[src/dsr_pkg.sv]
// constants for the display reset sequencer
// assumes one system clock at 40 mhz; display pins arrive asynchronously
package dsr_pkg;
	localparam int DATA_W = 8;
	localparam int ADDR_W = 5;
	localparam int CHAR_AW = 3;
	localparam int SYNC_W = 19;
	localparam logic [7:0] SPACE_CODE = 8'h20;
	localparam logic [7:0] CTRL_RESET = 8'h00;
	localparam logic [7:0] FLASH_RESET = 8'h00;
	localparam logic [4:0] GLYPH_PTR_RESET = 5'h00;
	localparam logic [1:0] SEQ_LAST_EDGE = 2'h2;
	localparam logic [2:0] CHAR_LAST = 3'h7;
	localparam int FLASH_DIV = 28672;
	localparam logic [14:0] FLASH_HALF_LAST = 15'(FLASH_DIV / 2 - 1);
	localparam int ADDR_CHAR_BIT = 4;
	localparam int ADDR_CTRL_BIT = 3;
	typedef enum logic [2:0] {
		ST_IDLE = 3'b001,
		ST_HOLD = 3'b010,
		ST_SEQ = 3'b100
	} dsr_state_t;
endpackage : dsr_pkg

[src/dsr_sequencer.sv]
// display controller core: external reset sequencing, host access, flash divider
// assumes host pins and the display clock are asynchronous to sys_clk
// Function
// external reset clears character, flash and control memory and timing counters
// sequence ends three display clock edges after reset input rises
// host must not access the display while the sequence runs
// every character location is filled with the space code
// flash bits and control word are written to zero
// glyph memory and glyph pointer keep their contents
// all displays on one clock must be reset together
// reset input low with chip select high is a reset; other lines ignored
// host must not drive reset, chip select and write low together
// host should reset the display after power up
// flash and blink phase divides display clock by 28672
// normal access resumes by itself once the sequence completes
`timescale 1ns/1ps
module dsr_sequencer (
	input wire logic sys_clk,
	input wire logic sys_rst,
	input wire logic disp_clk,
	input wire logic rst_pin_n,
	input wire logic ce_n,
	input wire logic wr_n,
	input wire logic rd_n,
	input wire logic flash_memory_select_n,
	input wire logic [dsr_pkg::ADDR_W-1:0] addr,
	input wire logic [dsr_pkg::DATA_W-1:0] data_in,
	output logic [dsr_pkg::DATA_W-1:0] rd_data_reg,
	output logic [dsr_pkg::DATA_W-1:0] ctrl_reg,
	output logic [dsr_pkg::DATA_W-1:0] flash_reg,
	output logic [dsr_pkg::ADDR_W-1:0] glyph_ptr_reg,
	output logic flash_phase_reg,
	output logic busy_reg
);
	import dsr_pkg::*;
	////////////////////////////////////////////////////////////////////////////
	// pin synchronisers
	logic [SYNC_W-1:0] sync1_reg;
	logic [SYNC_W-1:0] sync2_reg;
	logic [SYNC_W-1:0] sync3_reg;
	always_ff @(posedge sys_clk) begin
		sync1_reg <= {disp_clk, rst_pin_n, ce_n, wr_n, rd_n, flash_memory_select_n, addr, data_in};
		sync2_reg <= sync1_reg;
		sync3_reg <= sync2_reg;
	end
	wire disp_s = sync2_reg[18];
	wire rst_s_n = sync2_reg[17];
	wire ce_s_n = sync2_reg[16];
	wire wr_s_n = sync2_reg[15];
	wire rd_s_n = sync2_reg[14];
	wire fl_s_n = sync2_reg[13];
	wire [ADDR_W-1:0] addr_s = sync2_reg[12:8];
	wire [DATA_W-1:0] data_s = sync2_reg[7:0];
	wire disp_edge = disp_s & ~sync3_reg[18];
	wire wr_fall = ~wr_s_n & sync3_reg[15];
	////////////////////////////////////////////////////////////////////////////
	// decode
	dsr_state_t state_reg;
	dsr_state_t state_next;
	logic [1:0] edge_cnt_reg;
	logic [2:0] clr_idx_reg;
	logic clr_done_reg;
	logic [14:0] div_cnt_reg;
	logic [DATA_W-1:0] mem_rdata;
	wire idle = (state_reg == ST_IDLE);
	wire reset_req = ~rst_s_n & ce_s_n;
	wire bus_wr = idle & ~reset_req & ~ce_s_n & wr_fall;
	wire wr_flash = bus_wr & ~fl_s_n;
	wire wr_char = bus_wr & fl_s_n & addr_s[ADDR_CHAR_BIT];
	wire wr_ctrl = bus_wr & fl_s_n & ~addr_s[ADDR_CHAR_BIT] & addr_s[ADDR_CTRL_BIT];
	wire wr_glyph = bus_wr & fl_s_n & ~addr_s[ADDR_CHAR_BIT] & ~addr_s[ADDR_CTRL_BIT];
	wire clearing = ~idle & ~clr_done_reg;
	wire mem_we = clearing | wr_char;
	wire [CHAR_AW-1:0] mem_waddr = clearing ? clr_idx_reg : addr_s[CHAR_AW-1:0];
	wire [DATA_W-1:0] mem_wdata = clearing ? SPACE_CODE : data_s;
	wire seq_end = (state_reg == ST_SEQ) & (edge_cnt_reg == SEQ_LAST_EDGE) & disp_edge
		& clr_done_reg & ~reset_req;
	wire div_wrap = idle & disp_edge & (div_cnt_reg == FLASH_HALF_LAST);
	wire bus_rd = idle & ~ce_s_n & ~rd_s_n;
	wire [DATA_W-1:0] rd_sel = ~fl_s_n ? {7'h00, flash_reg[addr_s[CHAR_AW-1:0]]}
		: addr_s[ADDR_CHAR_BIT] ? mem_rdata
		: addr_s[ADDR_CTRL_BIT] ? ctrl_reg : {3'h0, glyph_ptr_reg};
	dsr_char_mem u_char_mem (
		.sys_clk(sys_clk),
		.we(mem_we),
		.waddr(mem_waddr),
		.wdata(mem_wdata),
		.raddr(addr_s[CHAR_AW-1:0]),
		.rdata(mem_rdata)
	);
	////////////////////////////////////////////////////////////////////////////
	// state machine
	always_comb begin
		state_next = state_reg;
		case (state_reg)
			ST_IDLE: begin
				if (reset_req) begin
					state_next = ST_HOLD;
				end
			end
			ST_HOLD: begin
				if (rst_s_n) begin
					state_next = ST_SEQ;
				end
			end
			ST_SEQ: begin
				if (reset_req) begin
					state_next = ST_HOLD;
				end else if (seq_end) begin
					state_next = ST_IDLE;
				end
			end
			default: begin
				state_next = ST_SEQ;
			end
		endcase
	end
	always_ff @(posedge sys_clk) begin
		if (sys_rst) begin
			state_reg <= ST_SEQ;
			busy_reg <= 1'b1;
		end else begin
			state_reg <= state_next;
			busy_reg <= (state_next != ST_IDLE);
		end
	end
	always_ff @(posedge sys_clk) begin
		if (sys_rst || idle) begin
			edge_cnt_reg <= 2'h0;
		end else if (state_reg == ST_HOLD) begin
			edge_cnt_reg <= 2'h0;
		end else if (disp_edge && edge_cnt_reg != SEQ_LAST_EDGE) begin
			edge_cnt_reg <= edge_cnt_reg + 2'h1;
		end
	end
	always_ff @(posedge sys_clk) begin
		if (sys_rst || idle) begin
			clr_idx_reg <= 3'h0;
			clr_done_reg <= 1'b0;
		end else if (clearing) begin
			clr_idx_reg <= clr_idx_reg + 3'h1;
			clr_done_reg <= (clr_idx_reg == CHAR_LAST);
		end
	end
	////////////////////////////////////////////////////////////////////////////
	// registers reached by the host
	always_ff @(posedge sys_clk) begin
		if (sys_rst || !idle) begin
			ctrl_reg <= CTRL_RESET;
			flash_reg <= FLASH_RESET;
		end else begin
			if (wr_ctrl) begin
				ctrl_reg <= data_s;
			end
			if (wr_flash) begin
				flash_reg[addr_s[CHAR_AW-1:0]] <= data_s[0];
			end
		end
	end
	always_ff @(posedge sys_clk) begin
		if (sys_rst) begin
			glyph_ptr_reg <= GLYPH_PTR_RESET;
		end else if (wr_glyph) begin
			glyph_ptr_reg <= data_s[ADDR_W-1:0];
		end
	end
	always_ff @(posedge sys_clk) begin
		if (sys_rst) begin
			rd_data_reg <= 8'h00;
		end else if (bus_rd) begin
			rd_data_reg <= rd_sel;
		end
	end
	////////////////////////////////////////////////////////////////////////////
	// flash and blink divider
	always_ff @(posedge sys_clk) begin
		if (sys_rst || !idle) begin
			div_cnt_reg <= 15'h0000;
			flash_phase_reg <= 1'b0;
		end else if (div_wrap) begin
			div_cnt_reg <= 15'h0000;
			flash_phase_reg <= ~flash_phase_reg;
		end else if (disp_edge) begin
			div_cnt_reg <= div_cnt_reg + 15'h0001;
		end
	end
	////////////////////////////////////////////////////////////////////////////
	// checks
	hold_clears_a: assert property (@(posedge sys_clk) disable iff (sys_rst)
		(state_reg == ST_HOLD) |=> (div_cnt_reg == 15'h0000) && !flash_phase_reg)
		else $error("counters not cleared in reset");
	seq_length_a: assert property (@(posedge sys_clk) disable iff (sys_rst)
		$rose(state_reg == ST_SEQ) ##0 (disp_edge == 1'b0) [*3] |-> (state_reg != ST_IDLE))
		else $error("sequence ended early");
	blank_fill_a: assert property (@(posedge sys_clk) disable iff (sys_rst)
		clearing |-> mem_we && (mem_wdata == SPACE_CODE) && (mem_waddr == clr_idx_reg))
		else $error("clear did not write space");
	zero_flash_a: assert property (@(posedge sys_clk) disable iff (sys_rst)
		!idle |=> (flash_reg == 8'h00) && (ctrl_reg == 8'h00))
		else $error("flash or control not zero");
	glyph_keep_a: assert property (@(posedge sys_clk) disable iff (sys_rst)
		!idle ##1 !idle |-> $stable(glyph_ptr_reg))
		else $error("glyph pointer changed in reset");
	reset_entry_a: assert property (@(posedge sys_clk) disable iff (sys_rst)
		(idle && reset_req) |=> (state_reg == ST_HOLD) && busy_reg)
		else $error("reset request not taken");
	divider_period_a: assert property (@(posedge sys_clk) disable iff (sys_rst)
		div_wrap |=> (flash_phase_reg != $past(flash_phase_reg)) && (div_cnt_reg == 15'h0000))
		else $error("flash phase did not toggle");
	resume_a: assert property (@(posedge sys_clk) disable iff (sys_rst)
		seq_end |=> !busy_reg && idle)
		else $error("access not resumed after sequence");
	rerun_entry_a: assert property (@(posedge sys_clk) disable iff (sys_rst)
		(state_reg == ST_SEQ && reset_req) |=> (state_reg == ST_HOLD) && busy_reg)
		else $error("reset request in sequence not taken");
	fill_end_a: assert property (@(posedge sys_clk) disable iff (sys_rst)
		(clearing && clr_idx_reg == CHAR_LAST) |=> clr_done_reg)
		else $error("fill did not end after last location");
	busy_match_a: assert property (@(posedge sys_clk) disable iff (sys_rst)
		busy_reg == !idle)
		else $error("busy flag does not follow state");
endmodule : dsr_sequencer

[src/dsr_char_mem.sv]
// eight-entry character memory with registered read data
// assumes writes and reads come from logic on sys_clk
`timescale 1ns/1ps
module dsr_char_mem (
	input wire logic sys_clk,
	input wire logic we,
	input wire logic [dsr_pkg::CHAR_AW-1:0] waddr,
	input wire logic [dsr_pkg::DATA_W-1:0] wdata,
	input wire logic [dsr_pkg::CHAR_AW-1:0] raddr,
	output logic [dsr_pkg::DATA_W-1:0] rdata
);
	import dsr_pkg::*;
	logic [DATA_W-1:0] mem [0:(1<<CHAR_AW)-1];
	always_ff @(posedge sys_clk) begin
		if (we) begin
			mem[waddr] <= wdata;
		end
		rdata <= mem[raddr];
	end
endmodule : dsr_char_mem

[config.mk]
export PLATFORM = sky130hd
export DESIGN_NAME = dsr_sequencer
export DESIGN_NICKNAME = d
export VERILOG_FILES = /design/src/dsr_pkg.sv /design/src/dsr_sequencer.sv /design/src/dsr_char_mem.sv
export SDC_FILE = /design/constraint.sdc
export NUM_CORES = 1
export LEC_CHECK = 0
export BUFFER_PORTS_ARGS = -buffer_cell sky130_fd_sc_hd__buf_2
export CORE_MARGIN = 10
export CORE_UTILIZATION = 50
export CTS_CLUSTER_DIAMETER = 30
export DETAILED_ROUTE_END_ITERATION = 12
export PLACE_DENSITY = 0.78
export SLEW_MARGIN = 20
export SYNTH_ARGS = -nofsm -noshare
export SYNTH_HDL_FRONTEND = slang
export SYNTH_SLANG_ARGS = --single-unit
[constraint.sdc]
create_clock -name sys_clk -period 4.86 [get_ports sys_clk]
set_clock_uncertainty 0.05 [all_clocks]
set_input_delay 0.486 -clock sys_clk [delete_from_list [all_inputs] [get_ports sys_clk]]
set_output_delay 0.486 -clock sys_clk [all_outputs]
set_load 0.005 [all_outputs]
==> results of run 1 <==
## worst max-delay path, stage by stage, from the launching register on
cell and delay, ns:
dfxtp_1 0.52, nor3b_2 0.14, nor2_2 0.59, mux2_2 0.44, nor2_1 0.53
## logic make-up (layout without fill, tap and decap cells)
kind of cell,Yosys count,count (layout),share of synthesized area (%)
multiplexers,53,53,11.3
XOR/XNOR,13,13,1.84
AND/OR/NAND/NOR,167,167,14.0
buffers and inverters,34,93,2.49
adder cells (fa/ha/maj),4,4,0.811
AO/OA/AOI/OAI,47,47,5.07
flip-flops,167,167,64.5
## routing by layer
layer / GRT usage, % / up-vias / routed length [µm]
li1: - / 1853 / -
met2: 24.2 / 142 / 6290
met4: 7.56 / 0 / 353
met5: 0 / - / 0
met3: 4.50 / 22 / 866
met1: 19.7 / 1900 / 5910
## stage by stage
stage	setup WS [ns]	cell area [µm²]	instances	hold WS (ns)
2_1_floorplan	2.69	6170	485	0.260
3_3_place_gp	2.08	6540	680	0.261
3_5_place_dp	1.94	6540	680	0.262
4_1_cts	1.92	7110	712	0.0914
5_1_grt	2.06	7110	712	0.0888
6_report	2.22	7110	712	0.105
## power breakdown
part / total (µW) / switching [µW] / internal [µW]
Sequential: 1540 / 38.4 / 1510
Clock: 1280 / 566 / 719
Combinational: 108 / 59.2 / 49.2
## final timing paths
| check | depth (start not counted) | end | slack, ns | from |
|---|---|---|---|---|
| worst max-delay path | 4 | u_char_mem.mem[6][0] | 2.22 | state_reg[1] |
| worst min-delay path | 1 | sync1_reg[0] | 0.10 | data_in[0] |
| worst max register to register | 4 | u_char_mem.mem[6][0] | 2.22 | state_reg[1] |
| worst min register to register | 0 | sync2_reg[13] | 0.28 | sync1_reg[13] |
## cell type report
type	instances	area, µm²	area share (%)
sequential	167	3980	56.0
multi-input combinational	284	2050	28.8
clock buffer	18	429	6.03
timing repair buffer	53	270	3.80
tap	168	210	2.96
clock inverter	14	143	2.01
inverter	8	30.0	0.422
## placed cells by master, fill, tap and decap left out, types with 2 or more instances in the layout
cell | synthesis | final
inv_6 | 0 | 3
clkinv_4 | 0 | 3
clkinv_2 | 0 | 2
and2_1 | 2 | 2
nand3b_1 | 6 | 6
edfxtp_1 | 64 | 64
nand2_1 | 30 | 30
o21bai_1 | 3 | 3
nand4_1 | 10 | 10
clkinv_1 | 1 | 2
a31oi_1 | 3 | 3
inv_8 | 0 | 2
a211oi_1 | 5 | 5
xnor2_1 | 11 | 11
nor3b_1 | 3 | 3
nand2b_1 | 3 | 3
nor3_1 | 6 | 6
clkbuf_16 | 0 | 17
dfxtp_1 | 103 | 103
inv_1 | 7 | 7
nor2_1 | 61 | 60
a22oi_1 | 4 | 4
a221o_1 | 3 | 3
o2111ai_1 | 4 | 4
a21oi_1 | 12 | 12
or2_2 | 2 | 2
or3_1 | 7 | 7
mux2i_1 | 36 | 36
nand3_1 | 6 | 6
nor4_1 | 4 | 4
nor2b_1 | 16 | 16
xor2_1 | 2 | 2
mux2_2 | 4 | 4
buf_4 | 0 | 2
o21ai_0 | 9 | 9
buf_2 | 9 | 51
mux4_2 | 13 | 13
ha_1 | 4 | 4
==> metrics, run 1 <==
final-report max-slew violation count=0; Vias=3917; sequential area share after synthesis=64.5%; post-CTS setup-driven buffer insertion count=0; leakage dissipation=0.00265 µW; starting density of the core=51.2%; top-area cell type share of the netlist area=33.4%; synthesized net count=510; P&R area growth vs syn=15.2%; initial antenna violation count=0; total CTS buffers=17; number of DRC violations after detailed routing=0; number of nets in the layout=556; Clk Latency, worst-skew pair=0.43 ns; pwr dens=413 nW/µm²; GRT Total Usage=15.7%; netlist area before placement=6170 µm²; start-to-end type of the worst setup path=reg2reg; portion of the clock cycle consumed by the worst path in the final layout=54.2%; fraction of final layout cells with drive strength greater than 1=19.9%; placement row count=40; Overflow after GRT=0; type of destination of the critical path=flop; transition time at the pin with the least slew margin=1.11 ns; number of buffers inserted by hold repair at cts=0; flip-flop and latch count after synthesis=167; initial drt markers=326; Routed Wire Length=13.4 mm; flip-flop count of the largest register after layout=64; Achievable Freq=0.379 GHz; count of warnings emitted by yosys=0; end-of-flow core utilization=59.0%; Die Wd=131 µm; post-route total power=2940 µW; top cells by area in the synthesized netlist=dfxtp_1 33%, edfxtp_1 31%, mux2i_1 5.8%; max-cap violation count=0; via count of the first global-routing pass=3909; die extent in y=131 µm; ANT nets after route=0; CTS tree=built; Post-Syn Instances=485; clock root buffer master=clkbuf_16; max-slew headroom at the worst pin=25.9%; final count of hold timing violations=0; worst-path fanout max=14; post-detailed-placement half-perimeter wirelength=9.45 mm; classification of the worst-slack hold path=in2reg; Post-synth ARST share=0%; predominant post-synthesis flop cell=dfxtp_1; TritonRoute pass-1 iters=5; Layout fillers=925; clock transition at the registers of the reported paths=0.07 ns; number of I/O port buffers=51; number of sinks handled by clock tree synthesis=167; Vias/cell=5.50; Max clock buf depth=2; critical path data required time=4.87 ns; maximum number of pins on one net before global-route repair=28; Commonest cells post-synth=103 x dfxtp_1, 64 x edfxtp_1, 61 x nor2_1; result of the run=completed; average instance area after synthesis=12.7 µm²; Tmin final=2.64 ns; Routability Congestion=0.902; routed wirelength normalized by instance count=18.8 µm; wire length of the first global-routing pass=21.3 mm; nature of the critical path startpoint=flop; IO Count=52; Antenna Cells=0; count of flip-flops with a built-in enable after synthesis=64; Final Setup Violations=0; Total Neg Setup Slack=0 ns; post_cts resized=0; cell type with the largest total area after synthesis=dfxtp_1; data arrival at the endpoint of the critical path=2.64 ns; distinct cell type count of the synthesized netlist=50; floorplan core area=12100 µm²; most numerous cell in the Yosys netlist=dfxtp_1; full die area=17200 µm²; setup repair after global routing missed its margin=no; VDD IR-drop max=0.293 mV; level count of the clock H-tree=4
No activity file was read; power rests on OpenSTA's default activity.
==> run 2, diff against run 1 <==
clock period = 2.46 ns   (was 4.86 ns; I/O delays follow)
==> run 2 against run 1 <==
Against the previous run:
- die area is the same
- sequential power grew 97%
- critical endpoint is now u_char_mem.mem[6][7]
- maximum frequency grew 16%
- global-route usage grew 0.72 points
- via count grew 5.3%
- largest power group unchanged
- highest routed layer unchanged
- count of clock-buffer cells in the layout grew 4
==> metrics, run 2 (synthesized netlist as in run 1, its figures left out) <==
result of the run=completed; launching element of the worst setup path=state_reg[0]; number of sinks handled by clock tree synthesis=167; Placed Area=6680 µm²; leakage dissipation=0.00285 µW; data arrival at the endpoint of the critical path=2.27 ns; post_cts resized=0; starting density of the core=51.2%; maximum number of pins on one net before global-route repair=20; nature of the critical path startpoint=flop; flip-flop count of the largest register after layout=64; number of nets in the layout=594; Clk Latency, worst-skew pair=0.42 ns; start-to-end type of the worst setup path=reg2reg; footprint of the multi-input gates=2040 µm²; Die Wd=131 µm; ANT nets after route=0; Overflow after GRT=0; initial drt markers=279; GRT Total Usage=16.4%; VDD IR-drop max=0.616 mV; commonest cells after routing, fill and taps aside=103 x dfxtp_1, 64 x edfxtp_1, 61 x nor2_1, 51 x buf_2, 36 x mux2i_1; setup repair after global routing missed its margin=no; post-detailed-placement half-perimeter wirelength=9.77 mm; placement row count=40; Reg2Reg Launch Point=state_reg[0]; number of I/O port buffers=51; endpoint of the lowest-slack register-to-register path=u_char_mem.mem[6][7]; Routed Wire Length=13.9 mm; hold wc startpoint=sys_rst; critical path data required time=2.45 ns; CTS tree=built; setup slack, reg-to-reg=0.18 ns; worst setup slack before clock tree synthesis=0.165 ns; max-slew headroom at the worst pin=47.9%; Max clock buf depth=2; Antenna Cells=0; post-route standard cell area excluding fillers=7470 µm²; pwr dens=796 nW/µm²; via count of the first global-routing pass=4139; Reg area=3980 µm²; total CTS buffers=17; level count of the clock H-tree=4; full die area=17200 µm²; Routability Congestion=0.912; clock root buffer master=clkbuf_16; hold worst-path end=glyph_ptr_reg[1]; max-cap violation count=0; fraction of final layout cells with drive strength greater than 1=21.8%; floorplan core area=12100 µm²; most common library cell in the layout ignoring fill and taps=dfxtp_1; classification of the worst-slack hold path=in2reg; cell depth of the worst flop-to-flop path=4; Vias=4123; routed wirelength normalized by instance count=18.5 µm; Achievable Freq=0.439 GHz; IO Count=52; post-route total power=5950 µW; worst-path fanout max=9; die extent in y=131 µm; Total Neg Setup Slack=0 ns; WHS Path Cells=2; transition time at the pin with the least slew margin=0.779 ns; clock transition at the registers of the reported paths=0.06 ns; P&R area growth vs syn=21.0%; type of destination of the critical path=flop; Vias/cell=5.50; final-report max-slew violation count=0; Final Setup Violations=0; post-CTS setup-driven buffer insertion count=0; portion of the clock cycle consumed by the worst path in the final layout=92.6%; final count of hold timing violations=0; wire length of the first global-routing pass=22.4 mm; number of DRC violations after detailed routing=0; Layout fillers=916; TritonRoute pass-1 iters=5; Final WS setup=0.181 ns; Tmin final=2.28 ns; initial antenna violation count=0
-- run 2: changes by cell type in the layout (fill, tap and decap cells not counted), moves of 2 or more --
cell           delta
buf_4            +19
dlygate4sd3_1    +19
clkbuf_8          +4
inv_8             -2
-- run 2: area by class of cell --
cell class / instances / share of cell area, %
sequential: 167 / 53.3
multi-input combinational: 284 / 27.3
timing repair buffer: 91 / 8.07
clock buffer: 22 / 6.48
tap: 168 / 2.81
clock inverter: 10 / 1.59
inverter: 8 / 0.402
-- run 2: worst max path at each step --
stage                                      end  slack (ns)  cells after the start
final                     u_char_mem.mem[6][7]        0.18                      4
after global routing      u_char_mem.mem[1][2]        0.05                      4
after CTS                 u_char_mem.mem[6][7]        0.16                      4
after detailed placement  u_char_mem.mem[1][2]        0.16                      4
after global placement    u_char_mem.mem[1][7]        0.28                      4
after floorplan           u_char_mem.mem[1][0]        0.29                      6
-- run 2: where the power goes --
| part | total, µW | internal (µW) | leakage (µW) | switching (µW) |
|---|---|---|---|---|
| clock network | 2640 | 1610 | 0.000301 | 1030 |
| registers | 3040 | 2980 | 0.00141 | 66.6 |
| logic | 263 | 128 | 0.00113 | 135 |
| total | 5950 | 4710 | 0.00285 | 1230 |
-- run 2: what timing repair did --
item                                   in CTS  in global routing
setup endpoints to repair                   0                  0
hold buffers                               19                  0
endpoints found under the hold margin      19                  0
-- run 2: stage by stage --
stage	utilization (%)	hold slack (ns)	cells
2_1_floorplan	-	0.224	485
3_3_place_gp	55.4	0.260	699
3_5_place_dp	55.4	0.263	699
4_1_cts	62.0	0.172	750
5_1_grt	62.0	0.181	750
6_report	62.0	0.193	750
-- run 2: layer usage --
layer  share of wire (%)  routed length, µm  global-route usage [%]  vias to the layer above
met5                   0                  0                       0                        -
met4                 1.2                173                    5.38                        0
met3                 7.0                965                    5.26                       11
met2                  49               6770                    26.7                      147
met1                  43               5950                    20.1                     2036
li1                    -                  -                       -                     1929
-- run 2: worst max-delay path: stages (launching register included) --
cell	delay [ns]
dfxtp_1	0.46
nor4b_2	0.31
and4b_1	0.27
a31oi_1	0.16
nor2_1	0.64
